[src/hw/acr_pkg.sv]
/*
  Package for the converter output and clock configuration register bank:
  offsets, field positions, reset values, field carriers and modes.
  Assumes the serial port front end presents one decoded byte access per cycle.
*/
package acr_pkg;
  localparam logic [7:0] ACR_SELFTEST_CONTROL = 8'h0e;
  localparam logic [7:0] ACR_INPUT_SERVO_CONTROL = 8'h0f;
  localparam logic [7:0] ACR_OFFSET_TRIM = 8'h10;
  localparam logic [7:0] ACR_OUTPUT_FORMAT_CONTROL = 8'h14;
  localparam logic [7:0] ACR_CLOCK_PHASE_CONTROL = 8'h16;
  localparam logic [7:0] ACR_OUTPUT_CLOCK_DELAY = 8'h17;
  localparam logic [7:0] ACR_REFERENCE_SPAN_SELECT = 8'h18;
  localparam logic [7:0] ACR_SELFTEST_SIGNATURE_LOW = 8'h24;
  localparam logic [7:0] ACR_SELFTEST_SIGNATURE_HIGH = 8'h25;

  localparam logic [7:0] ACR_SELFTEST_CONTROL_RST = 8'h04;
  localparam logic [7:0] ACR_INPUT_SERVO_CONTROL_RST = 8'h00;
  localparam logic [7:0] ACR_OFFSET_TRIM_RST = 8'h00;
  localparam logic [7:0] ACR_OUTPUT_FORMAT_CONTROL_RST = 8'h00;
  localparam logic [7:0] ACR_CLOCK_PHASE_CONTROL_RST = 8'h00;
  localparam logic [7:0] ACR_OUTPUT_CLOCK_DELAY_RST = 8'h00;
  localparam logic [7:0] ACR_REFERENCE_SPAN_SELECT_RST = 8'hc0;

  // Writable bit masks; everything else reads zero
  localparam logic [7:0] ACR_SELFTEST_CONTROL_MASK = 8'h05;
  localparam logic [7:0] ACR_INPUT_SERVO_CONTROL_MASK = 8'h01;
  localparam logic [7:0] ACR_OFFSET_TRIM_MASK = 8'hff;
  localparam logic [7:0] ACR_OUTPUT_FORMAT_CONTROL_MASK = 8'hf7;
  localparam logic [7:0] ACR_CLOCK_PHASE_CONTROL_MASK = 8'h87;
  localparam logic [7:0] ACR_OUTPUT_CLOCK_DELAY_MASK = 8'h1f;
  localparam logic [7:0] ACR_REFERENCE_SPAN_SELECT_MASK = 8'hc0;

  localparam int ACR_SELFTEST_EN_BIT = 0;
  localparam int ACR_SELFTEST_RESTART_BIT = 2;
  localparam int ACR_OUT_INVERT_BIT = 2;
  localparam int ACR_OUT_DISABLE_BIT = 4;
  localparam int ACR_OUT_INTERLEAVE_BIT = 5;
  localparam int ACR_OUT_LVDS_BIT = 6;
  localparam int ACR_OUT_REDUCED_SWING_BIT = 7;
  localparam int ACR_CLK_INVERT_BIT = 7;

  localparam int ACR_SAMPLE_W = 16;
  localparam int ACR_CLOCK_DELAY_FULL_PS = 2500;
  localparam int ACR_CLOCK_DELAY_STEPS = 31;
  localparam logic [15:0] ACR_SIGNATURE_SEED = 16'h0000;
  localparam logic [15:0] ACR_SIGNATURE_POLY = 16'h8005;

  typedef enum logic [1:0]
  {
    ACR_FMT_OFFSET_BINARY = 2'b00,
    ACR_FMT_TWOS_COMPLEMENT = 2'b01,
    ACR_FMT_GRAY = 2'b10
  } acr_format_e;

  typedef struct packed
  {
    logic write_en;
    logic read_en;
    logic [7:0] addr;
    logic [7:0] wdata;
  } acr_access_s;

  typedef struct packed
  {
    logic reduced_swing;
    logic lvds;
    logic interleave;
    logic output_disable;
    logic invert;
    logic [1:0] format;
  } acr_output_cfg_s;
endpackage

[src/hw/acr_clock_divider.sv]
/*
  Input clock divider with phase delay, run as a clock enable generator.
  Assumes clock is the input clock and the enable freezes all counting.
*/
`timescale 1ns/1ps
module acr_clock_divider
  import acr_pkg::*;
(
  input wire logic clock, // Input clock
  input wire logic reset_n, // Synchronous reset, active low
  input wire logic enable, // Clock enable
  input wire logic [2:0] ratio, // Divide ratio minus one
  input wire logic [2:0] phase, // Delay in input clock cycles
  input wire logic restart, // Reload the phase delay
  output logic tick // One cycle per divided period
);
  logic [2:0] delay_count;
  logic [2:0] div_count;
  logic [2:0] next_div_count;

  always_comb
  begin
    next_div_count = (div_count >= ratio) ? 3'h0 : 3'(div_count + 3'h1);
  end

  // The phase delay holds off the divider for the programmed number of cycles
  always_ff @(posedge clock)
  begin
    if (!reset_n)
    begin
      delay_count <= 3'h0;
      div_count <= 3'h0;
      tick <= 1'b0;
    end
    else if (enable)
    begin
      // Reload waits for the enable too, so a frozen block keeps its count
      if (restart)
      begin
        delay_count <= phase;
        div_count <= 3'h0;
        tick <= 1'b0;
      end
      else if (delay_count != 3'h0)
      begin
        delay_count <= 3'(delay_count - 3'h1);
        tick <= 1'b0;
      end
      else
      begin
        div_count <= next_div_count;
        tick <= (div_count == 3'h0);
      end
    end
  end
endmodule // acr_clock_divider

[src/hw/acr_config_regs.sv]
/*
  Output and clock configuration register bank of a dual channel converter,
  with offset trim, output coding and a self-test signature.
  Assumes the serial port front end decodes accesses and that channel gating
  and transfer commit are done upstream, so write_en is already committed.
*/
`timescale 1ns/1ps
//
// Behaviour
// Add the signed trim, in output LSBs from +127 to -128, to each result.
// Trim byte is two's complement; reset zero means no correction.
// Divider input is delayed by the three-bit phase count in input cycles.
// Output data clock delay is 2500 ps times code divided by 31.
// Input clock is divided by one plus the three-bit ratio.
// Unused bits read zero, writes to them ignored; signature is read-only.
module acr_config_regs
  import acr_pkg::*;
(
  input wire logic clock, // Sample clock
  input wire logic reset_n, // Synchronous reset, active low
  input wire logic enable, // Clock enable
  input acr_pkg::acr_access_s access, // Decoded register access
  input wire logic write_channel_a, // Committed write targets channel A
  input wire logic write_channel_b, // Committed write targets channel B
  input wire logic read_channel_b, // Local reads return channel B
  input wire logic [2:0] divide_ratio, // Divide ratio from the global clock register
  input wire logic sample_valid, // Conversion results valid
  input wire logic [15:0] sample_a, // Raw result, channel A, offset binary
  input wire logic [15:0] sample_b, // Raw result, channel B, offset binary
  input wire logic output_disable_pin, // External output disable, high disables
  output logic [7:0] rdata, // Read data
  output logic rvalid, // Read data valid
  output logic [15:0] data_a, // Coded output, channel A
  output logic [15:0] data_b, // Coded output, channel B
  output logic data_valid, // Output data valid
  output logic data_oe, // Output drivers enabled
  output logic servo_enable, // Common-mode servo enable
  output logic [1:0] reference_span, // Reference span code
  output logic output_data_clock_invert, // Invert output data clock
  output logic [4:0] output_data_clock_delay, // Delay code, step 2500/31 ps
  output logic [11:0] output_data_clock_delay_ps, // Delay in ps
  output logic lvds_mode, // Output type LVDS
  output logic reduced_swing, // Reduced swing LVDS
  output logic interleave, // CMOS output interleave
  output logic divider_tick // Divided sample enable
);
  localparam int NCH = 2;

  logic [7:0] selftest_control;
  logic [7:0] input_servo_control;
  logic [7:0] offset_trim [NCH];
  logic [7:0] output_format_control [NCH];
  logic [7:0] clock_phase_control;
  logic [7:0] output_clock_delay;
  logic [7:0] reference_span_select;
  logic [15:0] signature [NCH];
  logic [NCH-1:0] wr_ch;
  logic restart_divider;
  logic [7:0] next_rdata;
  logic [15:0] coded [NCH];
  logic div_tick;

  assign wr_ch = {write_channel_b, write_channel_a};

  function automatic logic hit(input acr_access_s a, input logic [7:0] addr);
    hit = a.write_en && (a.addr == addr);
  endfunction

  function automatic logic [7:0] masked(input logic [7:0] v, input logic [7:0] m);
    masked = v & m;
  endfunction

  ////////////////////////////////////////////////////////////////////////////
  // Global registers
  always_ff @(posedge clock)
  begin
    if (!reset_n)
    begin
      selftest_control <= ACR_SELFTEST_CONTROL_RST;
      input_servo_control <= ACR_INPUT_SERVO_CONTROL_RST;
      clock_phase_control <= ACR_CLOCK_PHASE_CONTROL_RST;
      output_clock_delay <= ACR_OUTPUT_CLOCK_DELAY_RST;
      reference_span_select <= ACR_REFERENCE_SPAN_SELECT_RST;
    end
    else if (enable)
    begin
      if (hit(access, ACR_SELFTEST_CONTROL))
        selftest_control <= masked(access.wdata, ACR_SELFTEST_CONTROL_MASK);
      else
        selftest_control[ACR_SELFTEST_RESTART_BIT] <= 1'b0;
      if (hit(access, ACR_INPUT_SERVO_CONTROL))
        input_servo_control <= masked(access.wdata, ACR_INPUT_SERVO_CONTROL_MASK);
      if (hit(access, ACR_CLOCK_PHASE_CONTROL))
        clock_phase_control <= masked(access.wdata, ACR_CLOCK_PHASE_CONTROL_MASK);
      if (hit(access, ACR_OUTPUT_CLOCK_DELAY))
        output_clock_delay <= masked(access.wdata, ACR_OUTPUT_CLOCK_DELAY_MASK);
      if (hit(access, ACR_REFERENCE_SPAN_SELECT))
        reference_span_select <= masked(access.wdata, ACR_REFERENCE_SPAN_SELECT_MASK);
    end
  end

  // A write to the phase register restarts the divider one cycle later, once the new phase is held
  always_ff @(posedge clock)
  begin
    if (!reset_n)
      restart_divider <= 1'b0;
    else if (enable)
      restart_divider <= hit(access, ACR_CLOCK_PHASE_CONTROL);
  end

  ////////////////////////////////////////////////////////////////////////////
  // Per channel registers, coding and self-test signature
  for (genvar c = 0; c < NCH; c++)
  begin : g_ch
    logic [15:0] raw;
    logic [16:0] sum;
    logic [15:0] trimmed;
    logic [15:0] shaped;
    acr_output_cfg_s cfg;

    assign raw = (c == 0) ? sample_a : sample_b;
    // Bit 3 is open, so the carrier skips it
    assign cfg = {output_format_control[c][7:4], output_format_control[c][2:0]};

    always_comb
    begin
      // Sign-extended trim added, then clamped to the code range
      sum = {1'b0, raw} + {{9{offset_trim[c][7]}}, offset_trim[c]};
      if (offset_trim[c][7] && sum[16])
        trimmed = 16'h0000;
      else if (!offset_trim[c][7] && sum[16])
        trimmed = 16'hffff;
      else
        trimmed = sum[15:0];
      shaped = cfg.invert ? ~trimmed : trimmed;
      case (cfg.format)
        ACR_FMT_TWOS_COMPLEMENT: coded[c] = {~shaped[15], shaped[14:0]};
        ACR_FMT_GRAY: coded[c] = shaped ^ {1'b0, shaped[15:1]};
        default: coded[c] = shaped;
      endcase
    end

    always_ff @(posedge clock)
    begin
      if (!reset_n)
      begin
        offset_trim[c] <= ACR_OFFSET_TRIM_RST;
        output_format_control[c] <= ACR_OUTPUT_FORMAT_CONTROL_RST;
      end
      else if (enable && wr_ch[c])
      begin
        if (hit(access, ACR_OFFSET_TRIM))
          offset_trim[c] <= masked(access.wdata, ACR_OFFSET_TRIM_MASK);
        if (hit(access, ACR_OUTPUT_FORMAT_CONTROL))
          output_format_control[c] <= masked(access.wdata, ACR_OUTPUT_FORMAT_CONTROL_MASK);
      end
    end

    // Signature is a CRC over coded outputs while self-test runs
    always_ff @(posedge clock)
    begin
      if (!reset_n)
        signature[c] <= ACR_SIGNATURE_SEED;
      else if (enable && selftest_control[ACR_SELFTEST_RESTART_BIT])
        signature[c] <= ACR_SIGNATURE_SEED;
      else if (enable && selftest_control[ACR_SELFTEST_EN_BIT] && sample_valid && div_tick)
        signature[c] <= ({signature[c][14:0], 1'b0} ^ (signature[c][15] ? ACR_SIGNATURE_POLY : 16'h0000))
          ^ coded[c];
    end
  end

  ////////////////////////////////////////////////////////////////////////////
  // Divider
  acr_clock_divider u_divider
  (
    .clock(clock),
    .reset_n(reset_n),
    .enable(enable),
    .ratio(divide_ratio),
    .phase(clock_phase_control[2:0]),
    .restart(restart_divider),
    .tick(div_tick)
  );

  ////////////////////////////////////////////////////////////////////////////
  // Read path; signatures have no write path at all
  always_comb
  begin
    case (access.addr)
      ACR_SELFTEST_CONTROL: next_rdata = selftest_control;
      ACR_INPUT_SERVO_CONTROL: next_rdata = input_servo_control;
      ACR_OFFSET_TRIM: next_rdata = offset_trim[read_channel_b];
      ACR_OUTPUT_FORMAT_CONTROL: next_rdata = output_format_control[read_channel_b];
      ACR_CLOCK_PHASE_CONTROL: next_rdata = clock_phase_control;
      ACR_OUTPUT_CLOCK_DELAY: next_rdata = output_clock_delay;
      ACR_REFERENCE_SPAN_SELECT: next_rdata = reference_span_select;
      ACR_SELFTEST_SIGNATURE_LOW: next_rdata = signature[read_channel_b][7:0];
      ACR_SELFTEST_SIGNATURE_HIGH: next_rdata = signature[read_channel_b][15:8];
      default: next_rdata = 8'h00;
    endcase
  end

  always_ff @(posedge clock)
  begin
    if (!reset_n)
    begin
      rdata <= 8'h00;
      rvalid <= 1'b0;
    end
    else if (enable)
    begin
      rdata <= access.read_en ? next_rdata : 8'h00;
      rvalid <= access.read_en;
    end
  end

  ////////////////////////////////////////////////////////////////////////////
  // Registered outputs
  always_ff @(posedge clock)
  begin
    if (!reset_n)
    begin
      data_a <= 16'h0000;
      data_b <= 16'h0000;
      data_valid <= 1'b0;
      data_oe <= 1'b0;
      servo_enable <= 1'b0;
      reference_span <= 2'b11;
      output_data_clock_invert <= 1'b0;
      output_data_clock_delay <= 5'h00;
      output_data_clock_delay_ps <= 12'h000;
      lvds_mode <= 1'b0;
      reduced_swing <= 1'b0;
      interleave <= 1'b0;
      divider_tick <= 1'b0;
    end
    else if (enable)
    begin
      data_a <= coded[0];
      data_b <= coded[1];
      data_valid <= sample_valid && div_tick;
      data_oe <= !output_disable_pin && !output_format_control[0][ACR_OUT_DISABLE_BIT];
      servo_enable <= input_servo_control[0];
      reference_span <= reference_span_select[7:6];
      output_data_clock_invert <= clock_phase_control[ACR_CLK_INVERT_BIT];
      output_data_clock_delay <= output_clock_delay[4:0];
      output_data_clock_delay_ps <= 12'((ACR_CLOCK_DELAY_FULL_PS * 32'(output_clock_delay[4:0]))
        / ACR_CLOCK_DELAY_STEPS);
      lvds_mode <= output_format_control[0][ACR_OUT_LVDS_BIT];
      reduced_swing <= output_format_control[0][ACR_OUT_REDUCED_SWING_BIT];
      interleave <= output_format_control[0][ACR_OUT_INTERLEAVE_BIT];
      divider_tick <= div_tick;
    end
  end
endmodule // acr_config_regs

[config.mk]
export PLATFORM = sky130hd
export DESIGN_NAME = acr_config_regs
export DESIGN_NICKNAME = d
export VERILOG_FILES = /design/src/hw/acr_pkg.sv /design/src/hw/acr_clock_divider.sv /design/src/hw/acr_config_regs.sv
export SDC_FILE = /design/constraint.sdc
export NUM_CORES = 1
export LEC_CHECK = 0
export BUFFER_PORTS_ARGS = -buffer_cell sky130_fd_sc_hd__buf_4
export CORE_MARGIN = 4
export CORE_UTILIZATION = 45
export CTS_CLUSTER_DIAMETER = 60
export DETAILED_ROUTE_END_ITERATION = 7
export SYNTH_ARGS = -nofsm -noshare
export SYNTH_HDL_FRONTEND = slang
export SYNTH_SLANG_ARGS = --single-unit
[constraint.sdc]
create_clock -name clock -period 15.5 [get_ports clock]
set_clock_uncertainty 0.2 [all_clocks]
set_input_delay 0.775 -clock clock [delete_from_list [all_inputs] [get_ports clock]]
set_output_delay 0.775 -clock clock [all_outputs]
set_load 0.01 [all_outputs]
==> After elaboration in Yosys (flattened, before gate mapping) <==
Memory sizes are Yosys's and may differ from the RTL's.
Cells that the tools add are included.
{ "totals": {"output_inout_bits": 68, "mem_bits_rw": 62, "romBits": 0, "wordCells": 150, "inputBits": 61, "mem_count": 3, "latchBits": 0, "ff_bits": 90} }
{ "op_classes": {"div": 1, "mul": 1, "addsub": 4, "order_cmp": 1, "n_eq_ne": 14, "n_shift": 0, "mux": 50, "reduce_logical": 33, "bitwise": 18} }
{ "mem_list": {"columns": ["memory", "depth", "word_bits", "rd", "rd_ports_with_merged_regs", "write_ports", "line_no", "text"], "rows": [
  ["signature", 2, 16, 3, 0, 2, "acr_config_regs.sv:56", "logic [15:0] signature [NCH];"],
  ["offset_trim", 2, 8, 3, 0, 2, "acr_config_regs.sv:51", "logic [7:0] offset_trim [NCH];"],
  ["output_format_control", 2, 7, 3, 0, 2, "acr_config_regs.sv:52", "logic [7:0] output_format_control [NCH];"]
]} }
{ "op_table": {"columns": ["operator", "count"], "rows": [
  ["$mux W16", 12],
  ["$pmux W8 S9", 1],
  ["$pmux W16 S2", 2],
  ["$xor A16 B16 Y16", 4],
  ["$eq A8 B5 Y1 const B", 5],
  ["$add A16 B17 Y17", 2],
  ["$div A17 B5 Y32 const B", 1],
  ["$not A16 Y16", 2],
  ["$xor A16 B15 Y16", 2],
  ["$mux W1", 25],
  ["$mux W8", 3],
  ["$logic_and A1 B1 Y1", 19],
  ["$eq A8 B4 Y1 const B", 2],
  ["$eq A8 B6 Y1 const B", 2],
  ["$mul A10 B5 Y15 const A", 1],
  ["$mux W3", 5],
  ["$mux W7", 2],
  ["$reduce_and A2 Y1", 7],
  ["$or A1 B1 Y1", 8],
  ["$eq A2 B1 Y1 const B", 2],
  ["$eq A2 B2 Y1 const B", 2],
  ["$logic_not A1 Y1", 4],
  ["$add A3 B1 Y3 const B", 1],
  ["$ge A3 B3 Y1", 1],
  ["6 further kinds", 7]
]} }

==> Depth between registers and ports, before layout <==
Gate-level depths: netlist of run 1.
An unclocked memory read counts as a cell.
{ "logic_depth": {"depth_word": 11, "mapped_depth": 36} }

==> Hierarchy <==
Synthesis of run 1 repeated with hierarchy kept, for this count alone.
{ "hier_totals": {"hier_cells": 1380, "hier_area_um2": 11965.2} }
{ "modules_own_cells": {"columns": ["module", "n_inst", "area_per_inst_um2", "cells_per_inst"], "rows": [
  ["acr_config_regs", 1, 11478.5, 1324],
  ["acr_clock_divider", 1, 486.7, 56]
]} }

==> Least setup slack after synthesis of run 1 <==
OpenSTA, ideal clock, no wires.
{ "synth_path": {"path_type": "flip-flop to flip-flop", "start": "register output_clock_delay[3]", "end": "register output_data_clock_delay_ps[0]", "required_ps": 15223, "arrival_ps": 8203, "n_path_buf": 1, "path_stages_with_launch": 31, "synth_period_minus_slack_ps": 8480, "slack_ps": 7020, "setup_time_ps": 77, "path_cell_list": "dfxtp_1 clkbuf_1 inv_1 fa_1 inv_1 ha_1 ha_1 ha_1 or2_2 a41o_1 xor2_1 nand2_1 o311ai_1 a21oi_1 a2111oi_4 a22oi_2 and2_4 nor2_8 mux2_2 nor2_1 o21ai_1 a211oi_1 o221a_2 o21bai_1 o21ai_1 mux2_2 nor3_1 a21oi_1 ha_1 a41o_1 a41oi_2"} }
{ "synth_between": {"elab_chain_len": 2} }
{ "synth_rtl": {"columns": ["element", "line_no", "text"], "rows": [
  ["start: declaration", "acr_config_regs.sv:54", "logic [7:0] output_clock_delay;"],
  ["start signal: assignment", "acr_config_regs.sv:96", "output_clock_delay <= masked(access.wdata, ACR_OUTPUT_CLOCK_DELAY_MASK);"],
  ["$mul A10 B5 Y15", "acr_config_regs.sv:247", "output_data_clock_delay_ps <= 12'((ACR_CLOCK_DELAY_FULL_PS * 32'(output_clock_delay[4:0]))"],
  ["$div A17 B5 Y32", "acr_config_regs.sv:248", "/ ACR_CLOCK_DELAY_STEPS);"],
  ["end signal: assignment", "acr_config_regs.sv:247", null],
  ["end: declaration", "acr_config_regs.sv:41", "output logic [11:0] output_data_clock_delay_ps,"]
]} }
No other way between the ends.
A chain may end at the register's enable or synchronous reset.

==> Worst setup path in the final report of run 1 <==
{ "layout_path": {"start": "register output_clock_delay[2]", "end": "register output_data_clock_delay_ps[0]"} }
Same word-level chain as after synthesis.

==> reports/results.tsv, run 1 <==
metric	value	unit
io pins	129	
total setup buffers inserted after CTS	0	
Seq/Total Area, Yosys	0.3077	
total power density per cell area	85.41	nW/µm²
Clock Pin Slew Worst Setup and Hold Paths	0.07	ns
crit-path max FO	17	
Rel. slew slack	0.1971	
Avg Inst Size Synth	8.573	µm²
Post-Syn Instances	1389	
RePlAce Congestion	0.8728	
clk sink count	152	
row cnt	59	
routed via count	10470	
antenna violations before repair	1	
# setup viols final	0	
core area	26060	µm²
Syn-to-layout area delta	14.64	%
number of routed nets with antenna violations	0	
Peak Freq	97.59	MHz
share of layout cells above drive strength 1	0.1507	
# hold bufs at CTS	0	
clock tree buffer depth	2	
max_cap viols	0	
Port Buffers	128	
worst setup margin	5.253	ns
Netlist cell types	96	
Tightest Pin Transition	1.192	ns
top cell type's share of synthesized area	0.1564	
Synth Net Count	1527	
Die H	170.7	µm
routed vias/inst	5.750	
synthesis-stage register bit count	152	
die width	170.7	µm
Post-synth EDFFs	62	
Cells after DPL	1789	
global-route usage over all layers	0.2251	
top post-synthesis cells by count	189 x nor2_1, 94 x a21oi_1, 90 x dfxtp_1, 76 x xnor2_1, 71 x ha_1	
1st-iter DRT viols	805	
post-route core utilization	0.5238	
TritonRoute pass-1 iters	5	
capturing element type of the critical path	flop	
fraction of registers with async set/reset	0	
TritonCTS clock tree	done	
top-count cell post-synth	nor2_1	
crit path DAT	10.40	ns
worst hold path class	reg -> reg	
status	complete, no violations	
diode count	0	
total CTS buffers	17	
Primary FF master, synth	dfxtp_1	
clk_lat worst skew	0.43	ns
cts repair resizes	0	
fin crit period	10.25	ns
Buf+Inv Stages, Crit Path	2	
Remaining DRCs	0	
RSZ-0062 raised after global routing	false	
Final Cycle Share	0.6611	
Placement Setup Slack	5.464	ns
Yosys top cell by area	edfxtp_1	
vias in the first global route	9731	
Routed wire per std cell	18.44	µm
gr ovfl total	0	
Worst setup SP type	flop	
largest net degree at the start of global routing	75	
Max rail drop VDD	60.35	µV
CP peak stage delay	0.79	ns
Crit Path Class	reg -> reg	
synth top area cells	edfxtp_1 16%, dfxtp_1 15%, ha_1 7.5%	
Slew Limit Fails	0	
setup_tns	0	ns
Post-Synthesis Cell Area	11910	µm²
Critical Path RT	15.66	ns
Initial Utilization	0.4570	
Final nets	1611	
htree depth	4	
Leak Pwr	5.475	nW
Fin. Hold Viols	0	
Slowest cell on crit path	mux2i_1	
final cell count without fillers	1821	
CTS root buffer	clkbuf_16	
Tot Pwr	1.166	mW
routed wire length	33570	µm
Crit path max-delay family	compound AO/OA/AOI/OAI gates	
yosys warns	0	
wire length of the first global-routing pass	52590	µm
DP Wirelength	25390	µm
Most common cell on crit path	ha_1	
die area	29130	µm²
layer usage:
metal | up-vias | global-route usage | part of all wire | routed length [µm]
met2 | 279 | 0.3786 | 0.48 | 16070
met5 | - | 0 | 0.00021 | 7
met4 | 2 | 0.04132 | 0.012 | 394
met1 | 4940 | 0.3086 | 0.46 | 15310
li1 | 5223 | - | - | -
met3 | 27 | 0.03812 | 0.053 | 1786
through the flow:
stage | hold WS, ns | instance area [µm²]
floorplan | 0.2444 | 11910
global placement | 0.2595 | 13080
CTS | 0.2729 | 13650
global route | 0.3038 | 13650
finish | 0.2671 | 13650
detailed placement | 0.2615 | 13080
registers in the layout, indices dropped and copies added, names as in the netlist, 2 cells and up:
signal                      count
data_b                         16
rdata                           8
reference_span                  2
clock_phase_control             4
output_data_clock_delay_ps     12
data_a                         16
output_clock_delay              5
u_divider.delay_count           3
reference_span_select           2
output_format_control          14
signature                      32
u_divider.div_count             3
offset_trim                    16
output_data_clock_delay         5
selftest_control                2
worst register-to-register path: cells and delay by family, from the launching register on:
family,cells,cell delay (ns)
muxes,1,0.79
xor gates and xnor gates,1,0.55
and+or+nand+nor,7,1.56
buffers and inverters,2,0.36
AOI/OAI and AO/OA,13,4.12
DFF,1,0.74
adders and majority gates,5,1.82
final cells by class:
cell class / count / area (µm²)
Timing Repair Buffer: 135 / 1013
Clock inverter: 13 / 130.1
Tap cell: 335 / 419.2
Multi-Input combinational cell: 1096 / 7715
Fill cell: 2461 / 12410
Inverter: 71 / 266.5
Sequential cell: 152 / 3664
Clock buffer: 19 / 442.9
where the power goes:
group / total [mW] / switching [mW] / leakage (nW) / internal (mW)
registers: 0.461 / 0.0212 / 1.37 / 0.440
clock network: 0.416 / 0.186 / 0.287 / 0.230
logic: 0.289 / 0.157 / 3.82 / 0.131
worst paths after layout:
check	to	from	slack [ns]	cells after the start
worst max register to register	output_data_clock_delay_ps[0]	output_clock_delay[2]	5.25	29
worst min-delay path	data_valid	data_valid	0.27	2
worst max-delay path	output_data_clock_delay_ps[0]	output_clock_delay[2]	5.25	29
worst min register to register	data_valid	data_valid	0.27	2
cells by family after synthesis:
group | Yosys count | share of synthesized area
multiplexers | 61 | 0.05317
AO/OA/AOI/OAI | 389 | 0.2301
XOR/XNOR | 118 | 0.08805
adder cells (fa/ha/maj) | 101 | 0.1049
flip-flops | 152 | 0.3077
buffers and inverters | 141 | 0.04487
AND/OR/NAND/NOR | 427 | 0.1713
cell usage in the layout (no fill, tap or decap), drive strengths merged, types with 9 or more instances in the layout:
cell,synthesis,final
a211oi,42,42
a21boi,9,9
a21o,16,16
a21oi,95,95
a22oi,40,40
a31oi,12,12
and2,40,40
buf,11,135
clkbuf,59,19
dfxtp,90,90
edfxtp,62,62
ha,71,71
inv,70,81
maj3,24,24
mux2,18,18
mux2i,43,43
nand2,61,61
nand2b,15,15
nand3,34,34
nand4,9,9
nor2,190,190
nor3,24,24
o211ai,13,13
o21ai,68,68
or3,10,10
xnor2,77,77
xor2,41,41
Note: power is estimated with default switching activity, not from simulation.
==> run 2, diff against run 1 <==
--- a/config.mk
+++ b/config.mk
@@ -5,6 +5,7 @@
 export SDC_FILE = /design/constraint.sdc
 export NUM_CORES = 1
 export LEC_CHECK = 0
+export ABC_AREA = 1
 export BUFFER_PORTS_ARGS = -buffer_cell sky130_fd_sc_hd__buf_4
 export CORE_MARGIN = 4
 export CORE_UTILIZATION = 45
==> constraint.sdc (replaced) <==
create_clock -name clock -period 10.13 [get_ports clock]
set_clock_uncertainty 0.2 [all_clocks]
set_input_delay 0.5065 -clock clock [delete_from_list [all_inputs] [get_ports clock]]
set_output_delay 0.5065 -clock clock [all_outputs]
set_load 0.01 [all_outputs]
==> run 2 against run 1 <==
  * Routed wire length is 4.5% lower
  * Register-to-register slack got worse by 3.4 ns
  * Combinational power rose by 43%
  * Sequential cell count unchanged
  * Highest routed layer is now met4
  * Fmax rose by 23%
  * Via count increased by 3.5%
  * Final cell count up 14%
==> reports/results.tsv, run 2 <==
metric	value	unit
gr ovfl total	0	
sequential power share	0.403	
Final nets	1872	
fin crit period	8.305	ns
post-route core utilization	0.5290	
Netlist cell types	54	
# setup viols final	0	
Most common cell on crit path	nand2_1	
final cell count without fillers	2077	
wire length of the first global-routing pass	51850	µm
global-route usage over all layers	0.2260	
area occupied by multi-input gates	6780	µm²
routed vias/inst	5.218	
total setup buffers inserted after CTS	0	
Post-Synthesis Cell Area	11470	µm²
number of routed nets with antenna violations	0	
Leak Pwr	6.486	nW
Max rail drop VDD	83.40	µV
commonest non-fill, non-tap cell in the layout	nand2_1	
clk_lat worst skew	0.43	ns
Slew Limit Fails	0	
die width	167.6	µm
row cnt	58	
crit path DAT	8.43	ns
share of layout cells above drive strength 1	0.1437	
Post-Syn Instances	1628	
total CTS buffers	17	
RSZ-0062 raised after global routing	false	
Combinational Power Share	0.235	
Placement Cell Area	12700	µm²
Port Buffers	128	
commonest non-fill, non-tap cells in the layout	304 x nand2_1, 208 x inv_1, 196 x nor2_1	
Primary FF master, synth	dfxtp_1	
crit-path max FO	8	
clk sink count	152	
CTS root buffer	clkbuf_16	
Cells after DPL	2045	
total power density per cell area	132.4	nW/µm²
top-count cell post-synth	nand2_1	
core area	25110	µm²
Largest register FFs	32	
synth top area cells	edfxtp_1 16%, dfxtp_1 16%, nand2_1 10%	
yosys warns	0	
# hold bufs at CTS	0	
TritonCTS clock tree	done	
top cell type's share of synthesized area	0.1624	
worst hold path class	in -> reg	
TritonRoute pass-1 iters	5	
setup_tns	0	ns
io pins	129	
Clock Pin Slew Worst Setup and Hold Paths	0.07	ns
fillcell total	2542	
Yosys top cell by area	edfxtp_1	
Syn-to-layout area delta	15.83	%
Internal Power	1.171	mW
Fin. Hold Viols	0	
status	complete, no violations	
antenna violations before repair	0	
DP Wirelength	24540	µm
vias in the first global route	10170	
Hold Slack	0.1820	ns
largest net degree at the start of global routing	76	
die area	28100	µm²
Routed wire per std cell	15.44	µm
1st-iter DRT viols	618	
Critical Path RT	10.25	ns
Remaining DRCs	0	
synthesis-stage register bit count	152	
diode count	0	
Rel. slew slack	0.4309	
final instance area	13280	µm²
Register Area	3664	µm²
Sw Pwr	0.5878	mW
fraction of registers with async set/reset	0	
clock share of power	0.362	
capturing element type of the critical path	flop	
Worst setup SP type	flop	
Peak Freq	120.4	MHz
Initial Utilization	0.4566	
Seq/Total Area, Yosys	0.3195	
Post-synth EDFFs	62	
clock tree buffer depth	2	
cts repair resizes	0	
Tightest Pin Transition	0.8458	ns
routed wire length	32080	µm
htree depth	4	
Reg with most FFs	signature	
Avg Inst Size Synth	7.043	µm²
Final Cycle Share	0.8198	
routed via count	10840	
top post-synthesis cells by count	304 x nand2_1, 209 x inv_1, 196 x nor2_1, 178 x o21ai_0, 119 x a21oi_1	
Slowest cell on crit path	fa_1	
max_cap viols	0	
RePlAce Congestion	0.8893	
Net Sw Frac	0.3342	
CP peak stage delay	0.58	ns
Die H	167.6	µm
Crit Path Class	reg -> reg	
Synth Net Count	1766	
-- run 2: cell count changes after synthesis, moves of 39 or more --
| cell | change |
|---|---|
| nand2_1 | +243 |
| inv_1 | +139 |
| o21ai_0 | +120 |
| xnor2_1 | -61 |
| nand3_1 | +43 |
| mux2i_1 | -42 |
| a22oi_1 | -39 |
-- run 2: final cells by class --
type,instances,share of cell area
multi-input combinational,1204,0.5105
sequential,152,0.2758
timing repair buffer,132,0.07461
inverter,227,0.06425
clock buffer,18,0.03391
tap,330,0.03109
clock inverter,14,0.009797
-- run 2: logic make-up after synthesis --
logic type	Yosys count	share of synthesized area
AND/OR/NAND/NOR	666	0.2527
AO/OA/AOI/OAI	387	0.1940
buffers and inverters	272	0.08915
flip-flops	152	0.3195
adder cells (fa/ha/maj)	77	0.08795
XOR/XNOR	73	0.05576
multiplexers	1	0.0008730
-- run 2: final timing paths --
check                             start                             to  slack [ns]  cells past startpoint
setup / recovery  output_clock_delay[2]  output_data_clock_delay_ps[0]        1.83                     53
hold / removal       output_disable_pin                        data_oe        0.18                      4
setup reg to reg  output_clock_delay[2]  output_data_clock_delay_ps[0]        1.83                     53
hold reg to reg                rdata[4]                       rdata[4]        0.27                      2
-- run 2: routing by layer --
layer,global-route usage,vias up,wire [µm]
met5,0,-,0
met4,0.06104,0,646
met3,0.03258,42,1403
met2,0.3822,247,15290
met1,0.3036,4947,14740
li1,-,5601,-
-- run 2: power groups by stage --
stage | Combinational, mW | Sequential (mW) | Clock [mW]
3_3_place_gp | 0.407 | 0.721 | 0
3_5_place_dp | 0.414 | 0.721 | 0
6_report | 0.413 | 0.708 | 0.637
5_1_grt | 0.472 | 0.713 | 0.679
4_1_cts | 0.417 | 0.708 | 0.648
2_1_floorplan | 0.275 | 0.720 | 0
-- run 2: worst max-delay path: cells and delay by family, from the launching register on --
kind	cells	cell delay [ns]
AOI/OAI and AO/OA	9	1.81
buffers and inverters	8	0.68
and+or+nand+nor	31	3.20
DFF	1	0.55
adders and majority gates	5	1.76
-- run 2: per-stage QoR --
stage | power [mW] | setup WS, ns
after detailed placement | 1.135 | 1.856
final | 1.759 | 1.825
after floorplan | 0.9957 | 2.824
after global placement | 1.128 | 1.934
after global routing | 1.863 | 0.9440
after CTS | 1.773 | 1.851
==> run 3, diff against run 2 <==
--- a/config.mk
+++ b/config.mk
@@ -5,7 +5,7 @@
 export SDC_FILE = /design/constraint.sdc
 export NUM_CORES = 1
 export LEC_CHECK = 0
-export ABC_AREA = 1
+export ABC_AREA = 0
 export BUFFER_PORTS_ARGS = -buffer_cell sky130_fd_sc_hd__buf_4
 export CORE_MARGIN = 4
 export CORE_UTILIZATION = 45
==> constraint.sdc (replaced) <==
create_clock -name clock -period 8.05 [get_ports clock]
set_clock_uncertainty 0.2 [all_clocks]
set_input_delay 0.4025 -clock clock [delete_from_list [all_inputs] [get_ports clock]]
set_output_delay 0.4025 -clock clock [all_outputs]
set_load 0.01 [all_outputs]
==> run 3 against run 2 <==
  * First-iteration DRC count up 27%
  * Sequential power rose by 25%
  * Via count is 2.6% higher
  * Die area rose by 3.7%
  * Hold slack worse by 0.12 ns
  * Critical path type unchanged
==> reports/results.tsv, run 3 (same netlist as run 1, synthesis figures left out) <==
metric	value	unit
largest net degree at the start of global routing	62	
routed wire length	36020	µm
capturing element type of the critical path	flop	
io pins	129	
Clock Pin Slew Worst Setup and Hold Paths	0.07	ns
RePlAce Congestion	0.8853	
worst hold path class	in -> reg	
total CTS buffers	17	
Syn-to-layout area delta	31.72	%
Die H	170.7	µm
Sw Pwr	0.6959	mW
Initial Utilization	0.4570	
Critical Path RT	8.20	ns
DP Wirelength	26540	µm
WL met1	16030	µm
# setup viols final	0	
reg-to-reg setup timing slack	0.07	ns
Leak Pwr	6.331	nW
Max rail drop VDD	122.1	µV
Net Sw Frac	0.3115	
Fin. Hold Viols	0	
total power density per cell area	142.4	nW/µm²
RSZ-0062 raised after global routing	true	
1st-iter DRT viols	783	
wire length of the first global-routing pass	54740	µm
TritonRoute pass-1 iters	6	
global-route usage over all layers	0.2336	
Hold Slack	0.06394	ns
Peak Freq	125.3	MHz
sequential power share	0.398	
Largest register FFs	32	
top sig layer	met5	
crit path DAT	8.13	ns
Final Cycle Share	0.9918	
commonest non-fill, non-tap cells in the layout	266 x buf_4, 180 x nor2_1, 88 x dfxtp_1	
CP peak stage delay	0.55	ns
Port Buffers	128	
commonest non-fill, non-tap cell in the layout	buf_4	
routed via count	11120	
Placement Setup Slack	-0.09703	ns
Reg with most FFs	signature	
Remaining DRCs	0	
max_cap viols	0	
worst setup margin	0.06639	ns
fin crit period	7.984	ns
clock share of power	0.352	
Cells after DPL	1903	
post-route core utilization	0.6019	
# hold bufs at CTS	0	
Final nets	1753	
TritonCTS clock tree	done	
Crit Path Class	reg -> reg	
vias in the first global route	10340	
Worst setup SP type	flop	
DR WL met2	17620	µm
die width	170.7	µm
status	complete, no violations	
clk sink count	152	
number of routed nets with antenna violations	0	
htree depth	4	
die area	29130	µm²
Rel. slew slack	0.2125	
Slew Limit Fails	0	
Internal Power	1.538	mW
final cell count without fillers	1963	
clock tree buffer depth	2	
diode count	0	
crit-path max FO	7	
share of layout cells above drive strength 1	0.2961	
core area	26060	µm²
clk_lat worst skew	0.42	ns
Met3 Wirelength	1892	µm
Routed wire per std cell	18.35	µm
Tightest Pin Transition	1.169	ns
CTS root buffer	clkbuf_16	
routed vias/inst	5.665	
Slowest cell on crit path	fa_1	
Combinational Power Share	0.250	
row cnt	59	
Tot Pwr	2.234	mW
antenna violations before repair	1	
gr ovfl total	0	
[run 3: power by group through the flow]
stage	clock, mW	combinational [mW]	sequential, mW
after global placement	0	0.549	0.904
after floorplan	0	0.400	0.898
final	0.786	0.560	0.888
after CTS	0.803	0.560	0.888
after detailed placement	0	0.556	0.905
after global routing	0.837	0.624	0.893
[run 3: repair_timing]
action	in CTS	in global routing
pin swaps	8	64
setup buffers	8	19
resized for setup	14	150
setup endpoints to repair	1	3
cloned	0	1
[run 3: final timing paths]
kind / start / to / cells after the start
min reg2reg: data_valid / data_valid / 2
min: access[16] / rvalid / 3
max reg2reg: output_clock_delay[2] / output_data_clock_delay_ps[0] / 34
max: output_clock_delay[2] / output_data_clock_delay_ps[0] / 34
[run 3: metal layers]
| layer | GRT usage | vias up |
|---|---|---|
| met5 | 0 | - |
| met4 | 0.04618 | 2 |
| met3 | 0.04159 | 37 |
| met2 | 0.3960 | 273 |
| li1 | - | 5503 |
| met1 | 0.3150 | 5305 |
[run 3: per-stage QoR]
stage          instance area [µm²]  TNS (ns)
3_3_place_gp                 14030  -0.06085
5_1_grt                      15690   -0.2271
4_1_cts                      14730         0
6_report                     15690         0
3_5_place_dp                 14030  -0.09703
2_1_floorplan                12020         0
[run 3: cell type report]
type	count	area [µm²]
Fill cell	2254	10370
Multi-Input combinational cell	1096	8653
Sequential cell	152	3666
Timing Repair Buffer	277	2115
Clock buffer	19	432.9
Tap cell	335	419.2
Inverter	71	266.5
Clock inverter	13	132.6
[run 3: worst max-delay path: cells and delay by family (launching register included)]
family	cells	cell delay, ns
AOI/OAI and AO/OA	15	3.24
adders and majority gates	5	1.77
buffers and inverters	8	1.00
and+or+nand+nor	3	0.84
muxes	2	0.38
DFF	1	0.33
xor gates and xnor gates	1	0.13
